[config.mk]
export PLATFORM = sky130hd
export DESIGN_NAME = utc_bank
export DESIGN_NICKNAME = d
export VERILOG_FILES = /design/src/inc/utc_pkg.sv /design/src/inc/utc_sync_if.sv /design/src/utc_sync.sv /design/src/utc_bank.sv
export SDC_FILE = /design/constraint.sdc
export NUM_CORES = 1
export LEC_CHECK = 0
export ABC_AREA = 0
export BUFFER_PORTS_ARGS = -buffer_cell sky130_fd_sc_hd__buf_2
export CORE_MARGIN = 4
export CORE_UTILIZATION = 44
export DETAILED_ROUTE_END_ITERATION = 16
export GPL_TIMING_DRIVEN = 0
export PLACE_DENSITY_LB_ADDON = 0.12
export SLEW_MARGIN = 20
export SYNTH_ARGS = -nofsm -noshare
export SYNTH_HDL_FRONTEND = slang
export SYNTH_SLANG_ARGS = --single-unit
[constraint.sdc]
create_clock -name clk_i -period 1.7 [get_ports clk_i]
set_clock_uncertainty 0.2 [all_clocks]
set_input_delay 0.17 -clock clk_i [delete_from_list [all_inputs] [get_ports clk_i]]
set_output_delay 0.17 -clock clk_i [all_outputs]
set_load 0.05 [all_outputs]
[src/inc/utc_pkg.sv]
// constants, offsets and field layout of the transceiver control register bank
package utc_pkg;
    // byte offsets on the register bus
    localparam logic [11:0] USB_CTRL_OFS      = 12'h100;
    localparam logic [11:0] PULL_OBSERVE_OFS  = 12'h104;
    localparam logic [11:0] OTG_CONTROL_OFS   = 12'h108;
    localparam logic [11:0] TRC0_OFS          = 12'h10C;
    localparam logic [11:0] CLKREC_STATUS_OFS = 12'h15C;
    localparam logic [11:0] IRQ_STATUS_OFS    = 12'h180;
    localparam logic [11:0] IRQ_MASK_OFS      = 12'h184;
    localparam int          ADR_W             = 12;

    // field positions
    localparam int SUSPEND_BIT     = 7;
    localparam int PULLDOWN_EN_BIT = 6;
    localparam int OBS_DP_PU_BIT   = 7;
    localparam int OBS_DP_PD_BIT   = 6;
    localparam int OBS_DM_PD_BIT   = 4;
    localparam int PLAIN_PU_BIT    = 4;
    localparam int SOFT_RST_BIT    = 7;
    localparam int TRC0_RSVD6_BIT  = 6;
    localparam int WAKE_EN_BIT     = 5;
    localparam int CLKREC_INT_BIT  = 2;
    localparam int SYNC_IRQ_DETECTED_BIT    = 1;
    localparam int RESUME_INT_BIT  = 0;
    localparam int EV_W            = 3;

    // reset values
    localparam logic [7:0]      USB_CTRL_RST    = 8'h00;
    localparam logic [7:0]      OTG_CONTROL_RST = 8'h00;
    localparam logic [7:0]      TRC0_RST        = 8'h00;
    localparam logic [EV_W-1:0] IRQ_STATUS_RST  = 3'h0;
    localparam logic [EV_W-1:0] IRQ_MASK_RST    = 3'h0;
    localparam logic [7:0]      CLKREC_CLR_CODE = 8'hFF;

    // module soft reset length in module clocks
    localparam logic [1:0] SOFT_RST_CYCLES = 2'h2;

    // number of pad-side signals passing the synchroniser
    localparam int SYNC_W = 5;
    localparam int SY_DP  = 0;
    localparam int SY_DM  = 1;
    localparam int SY_PU  = 2;
    localparam int SY_DPD = 3;
    localparam int SY_DMD = 4;
endpackage

[src/inc/utc_sync_if.sv]
// bundle between the bank and its pad synchroniser
interface utc_sync_if;
    import utc_pkg::*;
    logic [SYNC_W-1:0] raw;
    logic [SYNC_W-1:0] synced;
    modport src (output raw, input synced);
    modport dst (input raw, output synced);
endinterface

[src/utc_sync.sv]
// two-stage synchroniser for pad levels and pull feedback
module utc_sync
(
    input  wire logic clk_i,
    input  wire logic rst_i,
    utc_sync_if.dst   sy
);
    import utc_pkg::*;

    logic [SYNC_W-1:0] stage1_reg;
    logic [SYNC_W-1:0] stage2_reg;

    // first stage feeds only the second one, never any logic
    always_ff @(posedge clk_i)
    begin
        if (rst_i)
        begin
            stage1_reg <= '0;
            stage2_reg <= '0;
        end
        else
        begin
            stage1_reg <= sy.raw;
            stage2_reg <= stage1_reg;
        end
    end

    assign sy.synced = stage2_reg;
endmodule

[src/utc_bank.sv]
// transceiver control and pull observe register bank with wishbone slave
// Function
// - observe bit 7 shows whether the D+ pull-up is on.
// - observe bit 6 shows whether the D+ pull-down is on.
// - observe bit 4 shows whether the D- pull-down is on.
// - reserved read-only bits of observe, otg control and transceiver control read zero and ignore writes; the code keeps transceiver control bit 6 as written.
// - in non-otg device mode the D+ pull-up follows bit 4 of otg control.
// - writing one to transceiver control bit 7 resets the whole module, then the bit clears and reads zero.
// - with bit 5 set in device mode, resume signalling raises an asynchronous wakeup.
// - the resume detector sees the K state from the synchronised D+ and D- levels; enable it only in suspend.
// - transceiver control bit 2 sets on any unmasked clock recovery condition.
// - that combined flag clears only when 0xFF is written to the clock recovery status register.
// - the only unmasked clock recovery condition is a trim overflow of the internal oscillator.
// - transceiver control bit 1 tells whether a synchronous interrupt was detected.
// - transceiver control bit 0 tells whether the resume detector raised an interrupt.
// - suspend bit puts the transceiver in suspend and the pull-down enable bit turns on weak pull-downs.
//
// Design decision made here: register access over Wishbone.
module utc_bank
(
    input  wire logic                       clk_i,
    input  wire logic                       rst_i,
    input  wire logic                       wb_cyc_i,
    input  wire logic                       wb_stb_i,
    input  wire logic                       wb_we_i,
    input  wire logic [utc_pkg::ADR_W-1:0]  wb_adr_i,
    input  wire logic [31:0]                wb_dat_i,
    input  wire logic [3:0]                 wb_sel_i,
    output logic      [31:0]                wb_dat_o,
    output logic                            wb_ack_o,
    input  wire logic                       device_mode_i,
    input  wire logic                       non_otg_i,
    input  wire logic                       dp_pin_i,
    input  wire logic                       dm_pin_i,
    input  wire logic                       sync_irq_i,
    input  wire logic                       trim_overflow_i,
    output logic                            dplus_pullup_o,
    output logic                            dplus_pulldown_o,
    output logic                            dminus_pulldown_o,
    output logic                            transceiver_suspend_o,
    output logic                            module_soft_reset_o,
    output logic                            async_wakeup_o,
    output logic                            irq_o
);
    import utc_pkg::*;

    logic [7:0]      usb_ctrl_reg;
    logic [7:0]      otg_control_reg;
    logic            plain_pu_bit;
    logic            trc0_rsvd6_reg;
    logic            async_wakeup_enable;
    logic            clkrec_flag_reg;
    logic            sync_irq_detected;
    logic            resume_flag_reg;
    logic [EV_W-1:0] irq_status_reg;
    logic [EV_W-1:0] irq_mask_reg;
    logic [1:0]      soft_cnt_reg;
    logic [1:0]      soft_cnt_next;
    logic            blk_rst;
    logic            bus_req;
    logic            wr_commit;
    logic            k_state;
    logic            resume_event;
    logic [EV_W-1:0] events;
    logic [31:0]     rdata;

    utc_sync_if sy ();

    // pads and our own pull outputs go through two flops before anyone looks;
    // one process owns the whole vector so no bit ever has a second writer
    always_comb
    begin
        sy.raw          = '0;
        sy.raw[SY_DP]   = dp_pin_i;
        sy.raw[SY_DM]   = dm_pin_i;
        sy.raw[SY_PU]   = dplus_pullup_o;
        sy.raw[SY_DPD]  = dplus_pulldown_o;
        sy.raw[SY_DMD]  = dminus_pulldown_o;
    end

    utc_sync u_sync
    (
        .clk_i (clk_i),
        .rst_i (rst_i),
        .sy    (sy)
    );

    // byte-lane-0 write strobe to one register offset
    function automatic logic wr_hit(input logic [ADR_W-1:0] adr, input logic [ADR_W-1:0] ofs,
                                    input logic commit, input logic [3:0] sel);
        return commit && (adr == ofs) && sel[0];
    endfunction

    // request is open; ack comes one cycle later and write lands on the ack edge
    assign bus_req   = wb_cyc_i && wb_stb_i;
    assign wr_commit = bus_req && wb_we_i && wb_ack_o;
    assign blk_rst   = rst_i || module_soft_reset_o;

    assign plain_pu_bit = otg_control_reg[PLAIN_PU_BIT];

    // full-speed K state: D+ low and D- high on the synchronised pins
    assign k_state      = !sy.synced[SY_DP] && sy.synced[SY_DM];
    // wakeup only in device mode with the enable set
    assign resume_event = async_wakeup_enable && device_mode_i && k_state;
    assign events       = {trim_overflow_i, sync_irq_i, resume_event};

    // bus ack: single pulse, dropped the cycle after it was given
    always_ff @(posedge clk_i)
    begin
        if (rst_i)
            wb_ack_o <= 1'b0;
        else
            wb_ack_o <= bus_req && !wb_ack_o;
    end

    // soft reset counter; kept outside blk_rst so it cannot cut itself short
    always_comb
    begin
        soft_cnt_next = soft_cnt_reg;
        if (soft_cnt_reg != 2'h0)
            soft_cnt_next = soft_cnt_reg - 2'h1;
        else if (wr_hit(wb_adr_i, TRC0_OFS, wr_commit, wb_sel_i) && wb_dat_i[SOFT_RST_BIT])
            soft_cnt_next = SOFT_RST_CYCLES;
    end

    always_ff @(posedge clk_i)
    begin
        if (rst_i)
        begin
            soft_cnt_reg        <= 2'h0;
            module_soft_reset_o <= 1'b0;
        end
        else
        begin
            soft_cnt_reg        <= soft_cnt_next;
            module_soft_reset_o <= soft_cnt_next != 2'h0;
        end
    end

    // usb control: suspend and weak pull-down enable
    always_ff @(posedge clk_i)
    begin
        if (blk_rst)
            usb_ctrl_reg <= USB_CTRL_RST;
        else if (wr_hit(wb_adr_i, USB_CTRL_OFS, wr_commit, wb_sel_i))
            usb_ctrl_reg <= {wb_dat_i[SUSPEND_BIT], wb_dat_i[PULLDOWN_EN_BIT], 6'h00};
    end

    // otg control: only the plain-device pull-up bit is stored
    always_ff @(posedge clk_i)
    begin
        if (blk_rst)
            otg_control_reg <= OTG_CONTROL_RST;
        else if (wr_hit(wb_adr_i, OTG_CONTROL_OFS, wr_commit, wb_sel_i))
            otg_control_reg <= {3'h0, wb_dat_i[PLAIN_PU_BIT], 4'h0};
    end

    // transceiver control writable bits; bit 6 is kept as written for readback
    always_ff @(posedge clk_i)
    begin
        if (blk_rst)
        begin
            trc0_rsvd6_reg      <= TRC0_RST[TRC0_RSVD6_BIT];
            async_wakeup_enable <= TRC0_RST[WAKE_EN_BIT];
        end
        else if (wr_hit(wb_adr_i, TRC0_OFS, wr_commit, wb_sel_i))
        begin
            trc0_rsvd6_reg      <= wb_dat_i[TRC0_RSVD6_BIT];
            async_wakeup_enable <= wb_dat_i[WAKE_EN_BIT];
        end
    end

    // combined clock recovery flag: trim overflow is the one condition, set wins over the 0xFF clear
    always_ff @(posedge clk_i)
    begin
        if (blk_rst)
            clkrec_flag_reg <= TRC0_RST[CLKREC_INT_BIT];
        else if (trim_overflow_i)
            clkrec_flag_reg <= 1'b1;
        else if (wr_hit(wb_adr_i, CLKREC_STATUS_OFS, wr_commit, wb_sel_i) && wb_dat_i[7:0] == CLKREC_CLR_CODE)
            clkrec_flag_reg <= 1'b0;
    end

    // synchronous interrupt seen; software clears it with a one, a new event wins
    always_ff @(posedge clk_i)
    begin
        if (blk_rst)
            sync_irq_detected <= TRC0_RST[SYNC_IRQ_DETECTED_BIT];
        else if (sync_irq_i)
            sync_irq_detected <= 1'b1;
        else if (wr_hit(wb_adr_i, TRC0_OFS, wr_commit, wb_sel_i) && wb_dat_i[SYNC_IRQ_DETECTED_BIT])
            sync_irq_detected <= 1'b0;
    end

    // resume interrupt flag doubles as the wakeup level so it stays until software acts
    always_ff @(posedge clk_i)
    begin
        if (blk_rst)
            resume_flag_reg <= TRC0_RST[RESUME_INT_BIT];
        else if (resume_event)
            resume_flag_reg <= 1'b1;
        else if (wr_hit(wb_adr_i, TRC0_OFS, wr_commit, wb_sel_i) && wb_dat_i[RESUME_INT_BIT])
            resume_flag_reg <= 1'b0;
    end

    assign async_wakeup_o = resume_flag_reg;

    // sticky interrupt status, write one to clear, set beats clear
    always_ff @(posedge clk_i)
    begin
        if (blk_rst)
            irq_status_reg <= IRQ_STATUS_RST;
        else if (wr_hit(wb_adr_i, IRQ_STATUS_OFS, wr_commit, wb_sel_i))
            irq_status_reg <= (irq_status_reg & ~wb_dat_i[EV_W-1:0]) | events;
        else
            irq_status_reg <= irq_status_reg | events;
    end

    // interrupt mask, same layout as status
    always_ff @(posedge clk_i)
    begin
        if (blk_rst)
            irq_mask_reg <= IRQ_MASK_RST;
        else if (wr_hit(wb_adr_i, IRQ_MASK_OFS, wr_commit, wb_sel_i))
            irq_mask_reg <= wb_dat_i[EV_W-1:0];
    end

    // level interrupt; one cycle behind status to keep the output on a flop
    always_ff @(posedge clk_i)
    begin
        if (blk_rst)
            irq_o <= 1'b0;
        else
            irq_o <= |(irq_status_reg & irq_mask_reg);
    end

    // transceiver drive: pull-up only in plain device mode with otg control bit 4 set, driven low otherwise
    always_ff @(posedge clk_i)
    begin
        if (blk_rst)
        begin
            dplus_pullup_o        <= 1'b0;
            dplus_pulldown_o      <= 1'b0;
            dminus_pulldown_o     <= 1'b0;
            transceiver_suspend_o <= 1'b0;
        end
        else
        begin
            dplus_pullup_o        <= non_otg_i && device_mode_i && plain_pu_bit;
            dplus_pulldown_o      <= usb_ctrl_reg[PULLDOWN_EN_BIT];
            dminus_pulldown_o     <= usb_ctrl_reg[PULLDOWN_EN_BIT];
            transceiver_suspend_o <= usb_ctrl_reg[SUSPEND_BIT];
        end
    end

    // read mux; unmapped offsets answer zero, reserved bits stay zero except transceiver control bit 6, which reads as written
    always_comb
    begin
        rdata = 32'h0000_0000;
        case (wb_adr_i)
            USB_CTRL_OFS:
                rdata[7:0] = usb_ctrl_reg;
            PULL_OBSERVE_OFS:
            begin
                rdata[OBS_DP_PU_BIT] = sy.synced[SY_PU];
                rdata[OBS_DP_PD_BIT] = sy.synced[SY_DPD];
                rdata[OBS_DM_PD_BIT] = sy.synced[SY_DMD];
            end
            OTG_CONTROL_OFS:
                rdata[7:0] = otg_control_reg;
            TRC0_OFS:
            begin
                rdata[TRC0_RSVD6_BIT] = trc0_rsvd6_reg;
                rdata[WAKE_EN_BIT]    = async_wakeup_enable;
                rdata[CLKREC_INT_BIT] = clkrec_flag_reg;
                rdata[SYNC_IRQ_DETECTED_BIT]   = sync_irq_detected;
                rdata[RESUME_INT_BIT] = resume_flag_reg;
            end
            IRQ_STATUS_OFS:
                rdata[EV_W-1:0] = irq_status_reg;
            IRQ_MASK_OFS:
                rdata[EV_W-1:0] = irq_mask_reg;
            default:
                rdata = 32'h0000_0000;
        endcase
    end

    // read data captured on the edge that raises ack
    always_ff @(posedge clk_i)
    begin
        if (rst_i)
            wb_dat_o <= 32'h0000_0000;
        else if (bus_req && !wb_ack_o)
            wb_dat_o <= rdata;
    end
endmodule

* After elaboration in Yosys (flattened, before gate mapping)
Cells that the tools add are included.
Storage, ports and cells: register bits 37, bits in latches 0, memory bits (writable) 0, memory bits (read-only) 0, input port bits 59, output and inout bits 40, logic and storage cells 81, memories kept 0
Cells by class: add/sub/neg operators 1, multiply operators 0, div/mod/pow operators 0, $lt $le $gt $ge 0, equality and inequality tests 8, shifts and indexed selects 0, muxes and demuxes 14, bitwise logic cells 5, reductions and logical operators 34
Operators with widths (count):
- $eq 12x9->1 const B | 7
- $logic_and 1x1->1 | 25
- $reduce_bool 2->1 | 5
- $pmux 3 s3 | 1
- $eq 8x8->1 const B | 1
- $mux 1 | 7
- $and 3x3->3 | 2
- $or 3x3->3 | 2
- $mux 2 | 2
- $pmux 1 s2 | 2
- $mux 3 | 1
- $not 3->3 | 1
- $pmux 1 s3 | 1
- $reduce_or 3->1 | 1
- $logic_not 1->1 | 2
- $sub 2x1->2 const B | 1
- $logic_or 1x1->1 | 1

* Depth between registers and ports, before layout
Gate-level depths: netlist of the first run.
depth after elaboration 9, depth in mapped cells 6, depth with buffers taken out 4

* Modules after synthesis
A second synthesis of the first run with hierarchy kept.
Second synthesis, totals: cells, all modules 200, area total of the unflattened synthesis 1823.0 sq um
By module, submodules not included:
- utc_bank | times used 1, cells an instance 180, area each 1560.2 sq um, seq. area each 580.6 sq um
- utc_sync | times used 1, cells an instance 20, area each 262.8 sq um, seq. area each 200.2 sq um

* Worst setup path before layout of the first run
OpenSTA, ideal clock, no wires.
path kind register to register, from register wb_ack_o, to register async_wakeup_enable, setup time 72 ps, arrival 1577 ps, required time 1428 ps, path slack -148 ps, stages on the path, launching flop included 6, buffers on the path 1, clock period less this slack 1848 ps, path through dfxtp_1 nand3_1 nor2_1 and4_2 clkbuf_1 mux2i_1
Between the ends: word-level cells in the longest chain between the ends 3
RTL lines:
- start: declaration | RTL line utc_bank.sv:30 | output logic wb_ack_o,
- start signal: assignment | RTL line utc_bank.sv:113 | wb_ack_o <= bus_req && !wb_ack_o;
- $logic_and 1x1->1 | RTL line utc_bank.sv:96 | assign wr_commit = bus_req && wb_we_i && wb_ack_o;
- $logic_and 1x1->1 (2 in a row) | RTL line utc_bank.sv:91 | return commit && (adr == ofs) && sel[0];
- end signal: assignment | RTL line utc_bank.sv:164 | async_wakeup_enable <= TRC0_RST[WAKE_EN_BIT];
- end signal: assignment | RTL line utc_bank.sv:169 | async_wakeup_enable <= wb_dat_i[WAKE_EN_BIT];
- end: declaration | RTL line utc_bank.sv:51 | logic async_wakeup_enable;
Every way passes these cells. A chain may end at the register's enable or synchronous reset.

* Final worst setup path of the first run
from input port wb_adr_i[4] (netlist name), to register wb_dat_o[7]
Between the ends: word-level cells in the longest chain between the ends 2, elaborated cells between the ends (all ways) 3, those cells by class eq/ne: 2; mux: 1
RTL lines:
- start: declaration | RTL line utc_bank.sv:26 | input wire logic [utc_pkg::ADR_W-1:0] wb_adr_i,
- $eq 12x9->1 | RTL line utc_bank.sv:260 | case (wb_adr_i)
- $pmux 1 s2 (*) | RTL line utc_bank.sv:260
- end signal: assignment | RTL line utc_bank.sv:294 | wb_dat_o <= rdata;
- end: declaration | RTL line utc_bank.sv:29 | output logic [31:0] wb_dat_o,
Mark *: on every way between the ends. The rest lies on a longest branch, timed or not.

==> key figures, run 1 <==
Run status
  – Status: completed

Synthesis
  – Dominant synthesized flop cell: dfxtp_1
  – Post-synth EDFFs: 0
  – Post-synth design cell area: 1800 um2
  – Synthesized flop and latch total: 37
  – Ys async rst share: 0
  – Synth top area cells: dfxtp_1, buf_4, mux2i_1
  – YS warnings: 0
  – Cells after synthesis: 204
  – Unique cell type count in the Yosys netlist: 41
  – Seq/Total Area, Yosys: 0.411
  – Cell taking the most area after synthesis: dfxtp_1
  – Mean Syn Cell Area: 8.84 um2
  – Top-area cell type share of the netlist area: 0.411

Setup path
  – CP cell instances: buf_2 -> nor4b_4 -> nand3_2 -> or4_1 -> a21oi_1
  – Crit end category: flip-flop
  – CP required: 1.73 ns
  – CP Data Arrival Time: 1.61 ns
  – Crit-path leading delay family: simple AND/OR/NAND/NOR gates
  – Crit path max fanout: 6
  – Crit path buf inv count: 1
  – Worst Setup Path Type: input pin to flip-flop
  – Worst path max stage delay: 0.54 ns
  – CP Launch Type: input pin
  – Slowest CP cell: or4_1

Run
  – Max Cap Viol: 0

Layout
  – Max reg flops: 7
  – Nets: 351
  – Area delta synth->final: 34.8%
  – Fraction of layout cells with a size suffix above 1: 0.328
  – Ant diodes: 0
  – Non-Filler Instances: 343

GRT
  – Vias in the first global route: 1,505
  – First-pass GRT wire length: 7.07 mm
  – Antenna violations before repair: 0
  – Grt total ovfl: 0
  – Total track usage: 0.176
  – Largest net degree at the start of global routing: 13

Die
  – Ports: 99
  – Rows: 23
  – Initial Util: 0.454
  – Core Box Area: 3970 um2
  – Die Ht: 72.0 um
  – Die area: 5190 um2
  – Die width: 72.0 um

Pwr
  – Total power: 2.04 mW
  – Comb pwr share: 0.169
  – Switching power: 0.559 mW
  – Leakage: 1.13 nW
  – Switching Fraction: 0.274
  – Maximum vdd drop: 484 uV
  – Clock group share of total power: 0.395
  – Power Density: 838 nW/um2
  – Flop pwr share: 0.437
  – Internal cell power: 1.48 mW

Route
  – Pre-antenna DRT Iters: 4
  – Detailed-route wire length per cell: 12.6 um
  – Residual DRC: 0
  – Vias post-DR: 1,620
  – Routed WL: 4.34 mm
  – Routed Antenna Nets: 0
  – Iter 0 DRT Violations: 71
  – Number of vias per cell: 4.72

Timing
  – Final hold viol count: 0
  – Period utilization: 0.928
  – Post-route setup TNS: 0 ns
  – Tmin final: 1.58 ns
  – Hold slack: 0.00133 ns
  – Final setup viols: 0
  – FMAX: 634 MHz
  – Fin. max-slew vios: 0
  – RSZ-0062 raised after global routing: no

Clocking
  – Clk slew on worst S/H paths: 0.07 ns
  – Clk root buf: clkbuf_8
  – Later-pin clock latency in the skew report: 0.29 ns
  – H-tree depth: 2
  – Num Clock Sinks: 37
  – Postcts setup bufs: 0
  – TritonCTS buffer count: 5
  – Max clock buf depth: 2
  – CTS tree: built

Placement
  – Final GP Congestion: 0.828
  – Hpwl dp: 3.34 mm
  – # placed instances: 323
  – Buffers on Ports: 45

Worst hold path
  – Worst min path class: input pin to flip-flop
[what timing repair did]
item                                    CTS  global route
endpoints found under the setup margin    0             4
hold buffers                             13             0
hold endpoints to repair                 15             0
gates resized for setup                   0             1
[kinds of logic (layout without fill, tap and decap cells)]
| kind of cell | after synthesis | count (layout) | synth area share |
|---|---|---|---|
| and+or+nand+nor | 83 | 83 | 0.269 |
| buffers and inverters | 39 | 104 | 0.146 |
| DFF | 37 | 37 | 0.411 |
| AOI/OAI and AO/OA | 36 | 36 | 0.128 |
| muxes | 8 | 8 | 0.0444 |
| other | 1 | 25 | 0.00208 |
[path summary, 6_finish.rpt]
kind                              startpoint                               to  slack [ns]  cells past startpoint
min                                    rst_i  u_sync.stage1_reg[2]$_SDFF_PP0_       0.001                      3
min reg2reg  u_sync.stage1_reg[0]$_SDFF_PP0_   u_sync.sy.synced[0]$_SDFF_PP0_        0.24                      1
max                              wb_adr_i[4]         wb_dat_o[7]$_SDFFE_PP0P_        0.12                      5
max reg2reg   module_soft_reset_o$_SDFF_PP0_      async_wakeup_o$_SDFFE_PP0P_        0.21                      4
[cells in the final DEF (no fill, tap or decap), types with 6 or more instances in the layout]
master	n
conb_1	25
dfxtp_1	36
nor2b_1	11
clkbuf_8	6
a21oi_1	11
nand2_1	17
buf_4	27
nor2_1	13
o21ai_0	10
buf_2	45
nand3_1	12
dlygate4sd3_1	13
mux2i_1	8
[worst reg2reg max path: stages (launching register included)]
cell      delay [ns]
dfxtp_1         0.33
nor2_1          0.23
clkbuf_1        0.35
o21ai_0         0.17
a21oi_1         0.15
[metrics by stage]
stage / util / cell area [um2] / worst slack [ns]
after CTS: 0.612 / 2430 / 0.0422
final: 0.612 / 2430 / 0.123
after global routing: 0.612 / 2430 / 0.0140
after detailed placement: 0.549 / 2180 / -0.132
after floorplan: - / 1890 / 0.0465
after global placement: 0.549 / 2180 / -0.111
[cell type report]
type	count	area, um2
Fill cell	368	1540
Multi-Input combinational cell	152	891
Sequential cell	37	742
Timing Repair Buffer	58	355
Buffer	33	241
Clock buffer	6	82.6
Tap cell	50	62.6
Clock inverter	2	37.5
Inverter	5	18.8
[synthesized netlist by cell type (3+ instances only)]
cell	number
nor2_1	14
inv_1	5
nand3_1	12
mux2i_1	8
nor3_1	3
o22ai_1	3
clkbuf_1	4
nor2b_1	11
dfxtp_1	37
buf_4	27
a21oi_1	11
nand4_1	5
o21ai_0	10
nand2_1	17
a22o_1	4
and3_1	3
[per-layer routing]
layer / track usage / routed length (um) / vias up
met5: 0 / 0 / -
met4: 0.0752 / 66 / 0
li1: - / - / 838
met3: 0.0554 / 400 / 6
met1: 0.233 / 2060 / 714
met2: 0.264 / 1810 / 62
[power by group through the flow]
stage / combinational [mW] / sequential [mW] / clock, mW
2_1_floorplan: 0.234 / 0.920 / 0
3_5_place_dp: 0.320 / 0.909 / 0
5_1_grt: 0.368 / 0.891 / 0.859
3_3_place_gp: 0.319 / 0.910 / 0
4_1_cts: 0.341 / 0.889 / 0.820
6_report: 0.343 / 0.889 / 0.805
No activity file was read; power rests on OpenSTA's default activity.
==> run 2, diff against run 1 <==
Settings changed: PLACE_DENSITY set to 0.9, PLACE_DENSITY_LB_ADDON 0.12 to not set.
==> key figures, run 2 (synthesis results as in run 1) <==
Run status
  – Status: completed

Setup path
  – Setup crit start: wb_adr_i[4]
  – Crit-path leading delay family: simple AND/OR/NAND/NOR gates
  – R2R Setup Slk: 0.21 ns
  – R2r worst-path depth: 4
  – Critical path depth: 5
  – CP cell instances: buf_2 -> nor4b_4 -> nand3_2 -> or4_1 -> a21oi_1
  – CP Data Arrival Time: 1.58 ns
  – CP Launch Type: input pin
  – Crit path buf inv count: 1
  – Worst setup endpoint: wb_dat_o[7]$_SDFFE_PP0P_
  – Worst Setup Path Type: input pin to flip-flop
  – Crit end category: flip-flop
  – RR Endpoint: async_wakeup_enable$_SDFFE_PP0N_
  – RR Startpoint: wb_ack_o$_SDFF_PP0_
  – Worst path max stage delay: 0.53 ns
  – CP required: 1.73 ns
  – Crit path max fanout: 6
  – Slowest CP cell: or4_1

Placement
  – Final GP Congestion: 0.882
  – # placed instances: 323
  – Buffers on Ports: 45
  – Hpwl dp: 3.37 mm
  – Worst slack, placed: -0.137 ns
  – Placed Area: 2180 um2

Pwr
  – Switching Fraction: 0.283
  – Power Density: 790 nW/um2
  – Maximum vdd drop: 407 uV
  – Comb pwr share: 0.181
  – Clock group share of total power: 0.352
  – Leakage: 1.12 nW
  – Internal cell power: 1.37 mW
  – Flop pwr share: 0.467
  – Switching power: 0.539 mW

Layout
  – Commonest non-fill, non-tap cell in the layout: buf_2
  – Multi-input logic area: 891 um2
  – Most frequent cells in the layout: buf_2, dfxtp_1, buf_4, conb_1, nand2_1
  – Area delta synth->final: 33.8%
  – Non-Filler Instances: 343
  – Reg area: 742 um2
  – Ant diodes: 0
  – Core Util, Final: 0.607
  – Fraction of layout cells with a size suffix above 1: 0.328
  – Post-route cell area: 2410 um2
  – Max reg flops: 7
  – Filler cells: 356
  – Nets: 351

Route
  – Pre-antenna DRT Iters: 4
  – Routed WL: 4.32 mm
  – Routed Antenna Nets: 0
  – Number of vias per cell: 4.85
  – Residual DRC: 0
  – Vias post-DR: 1,665
  – Detailed-route wire length per cell: 12.6 um
  – Iter 0 DRT Violations: 85

Die
  – Die area: 5190 um2
  – Initial Util: 0.454
  – Die width: 72.0 um
  – Ports: 99
  – Rows: 23
  – Die Ht: 72.0 um
  – Core Box Area: 3970 um2

Worst hold path
  – Worst min path class: input pin to flip-flop

GRT
  – Largest net degree at the start of global routing: 12
  – First-pass GRT wire length: 6.98 mm
  – Antenna violations before repair: 0
  – Vias in the first global route: 1,518
  – Grt total ovfl: 0
  – Total track usage: 0.171

Timing
  – Period utilization: 0.913
  – Fin. max-slew vios: 0
  – Final hold viol count: 0
  – Worst Setup Slack, final: 0.148 ns
  – RSZ-0062 raised after global routing: no
  – FMAX: 644 MHz
  – Tmin final: 1.55 ns
  – Final setup viols: 0
  – Post-route setup TNS: 0 ns

Clocking
  – Max clock buf depth: 2
  – Later-pin clock latency in the skew report: 0.29 ns
  – Clk slew on worst S/H paths: 0.07 ns
  – Num Clock Sinks: 37
  – TritonCTS buffer count: 5
  – H-tree depth: 2
  – Clk root buf: clkbuf_8
  – CTS tree: built

Run
  – Max Cap Viol: 0
run 2: cell type report:
| cell class | count | share of cell area |
|---|---|---|
| Multi-Input combinational cell | 152 | 0.369 |
| Sequential cell | 37 | 0.308 |
| Timing Repair Buffer | 58 | 0.147 |
| Buffer | 33 | 0.100 |
| Clock buffer | 7 | 0.0399 |
| Tap cell | 50 | 0.0259 |
| Inverter | 5 | 0.00778 |
| Clock inverter | 1 | 0.00207 |
run 2: per-stage QoR:
stage,hold WS (ns),power [mW]
finish,0.0116,1.91
global route,0.0324,1.98
CTS,0.00798,1.92
detailed placement,0.183,1.23
global placement,0.176,1.22
floorplan,0.0710,1.15
run 2: how the worst min path moves through the flow:
stage	from	to	slack, ns	cells past startpoint
2_1_floorplan	wb_dat_i[2]	irq_status_reg[2]$_SDFF_PP0_	0.07	1
3_3_place_gp	dm_pin_i	u_sync.stage1_reg[1]$_SDFF_PP0_	0.18	2
3_5_place_dp	dp_pin_i	u_sync.stage1_reg[0]$_SDFF_PP0_	0.18	2
4_1_cts	rst_i	u_sync.stage1_reg[0]$_SDFF_PP0_	0.008	3
5_1_grt	rst_i	transceiver_suspend_o$_SDFF_PP0_	0.03	4
6_report	rst_i	u_sync.stage1_reg[0]$_SDFF_PP0_	0.01	3
run 2: tightest hold or removal path, stage by stage:
cell	delay, ns
buf_2	0.09
buf_6	0.14
nor2b_1	0.05
run 2: power by group through the flow:
stage                     Combinational [mW]  Clock (mW)  Sequential [mW]
after floorplan                        0.234           0            0.920
after global placement                 0.316           0            0.909
after detailed placement               0.320           0            0.909
after CTS                              0.342       0.684            0.889
after global routing                   0.369       0.720            0.891
final                                  0.345       0.672            0.890
run 2: repair_timing:
item	in CTS	in global routing
setup endpoints to repair	0	4
hold endpoints to repair	14	0
hold buffers	13	0
resized for setup	0	1
setup buffers	0	0
run 2: metal layers:
layer,vias to the layer above,global-route usage,share of wire
met5,-,0,0
met4,0,0.0647,0.014
met3,6,0.0443,0.11
met2,79,0.282,0.47
met1,740,0.215,0.41
li1,840,-,-
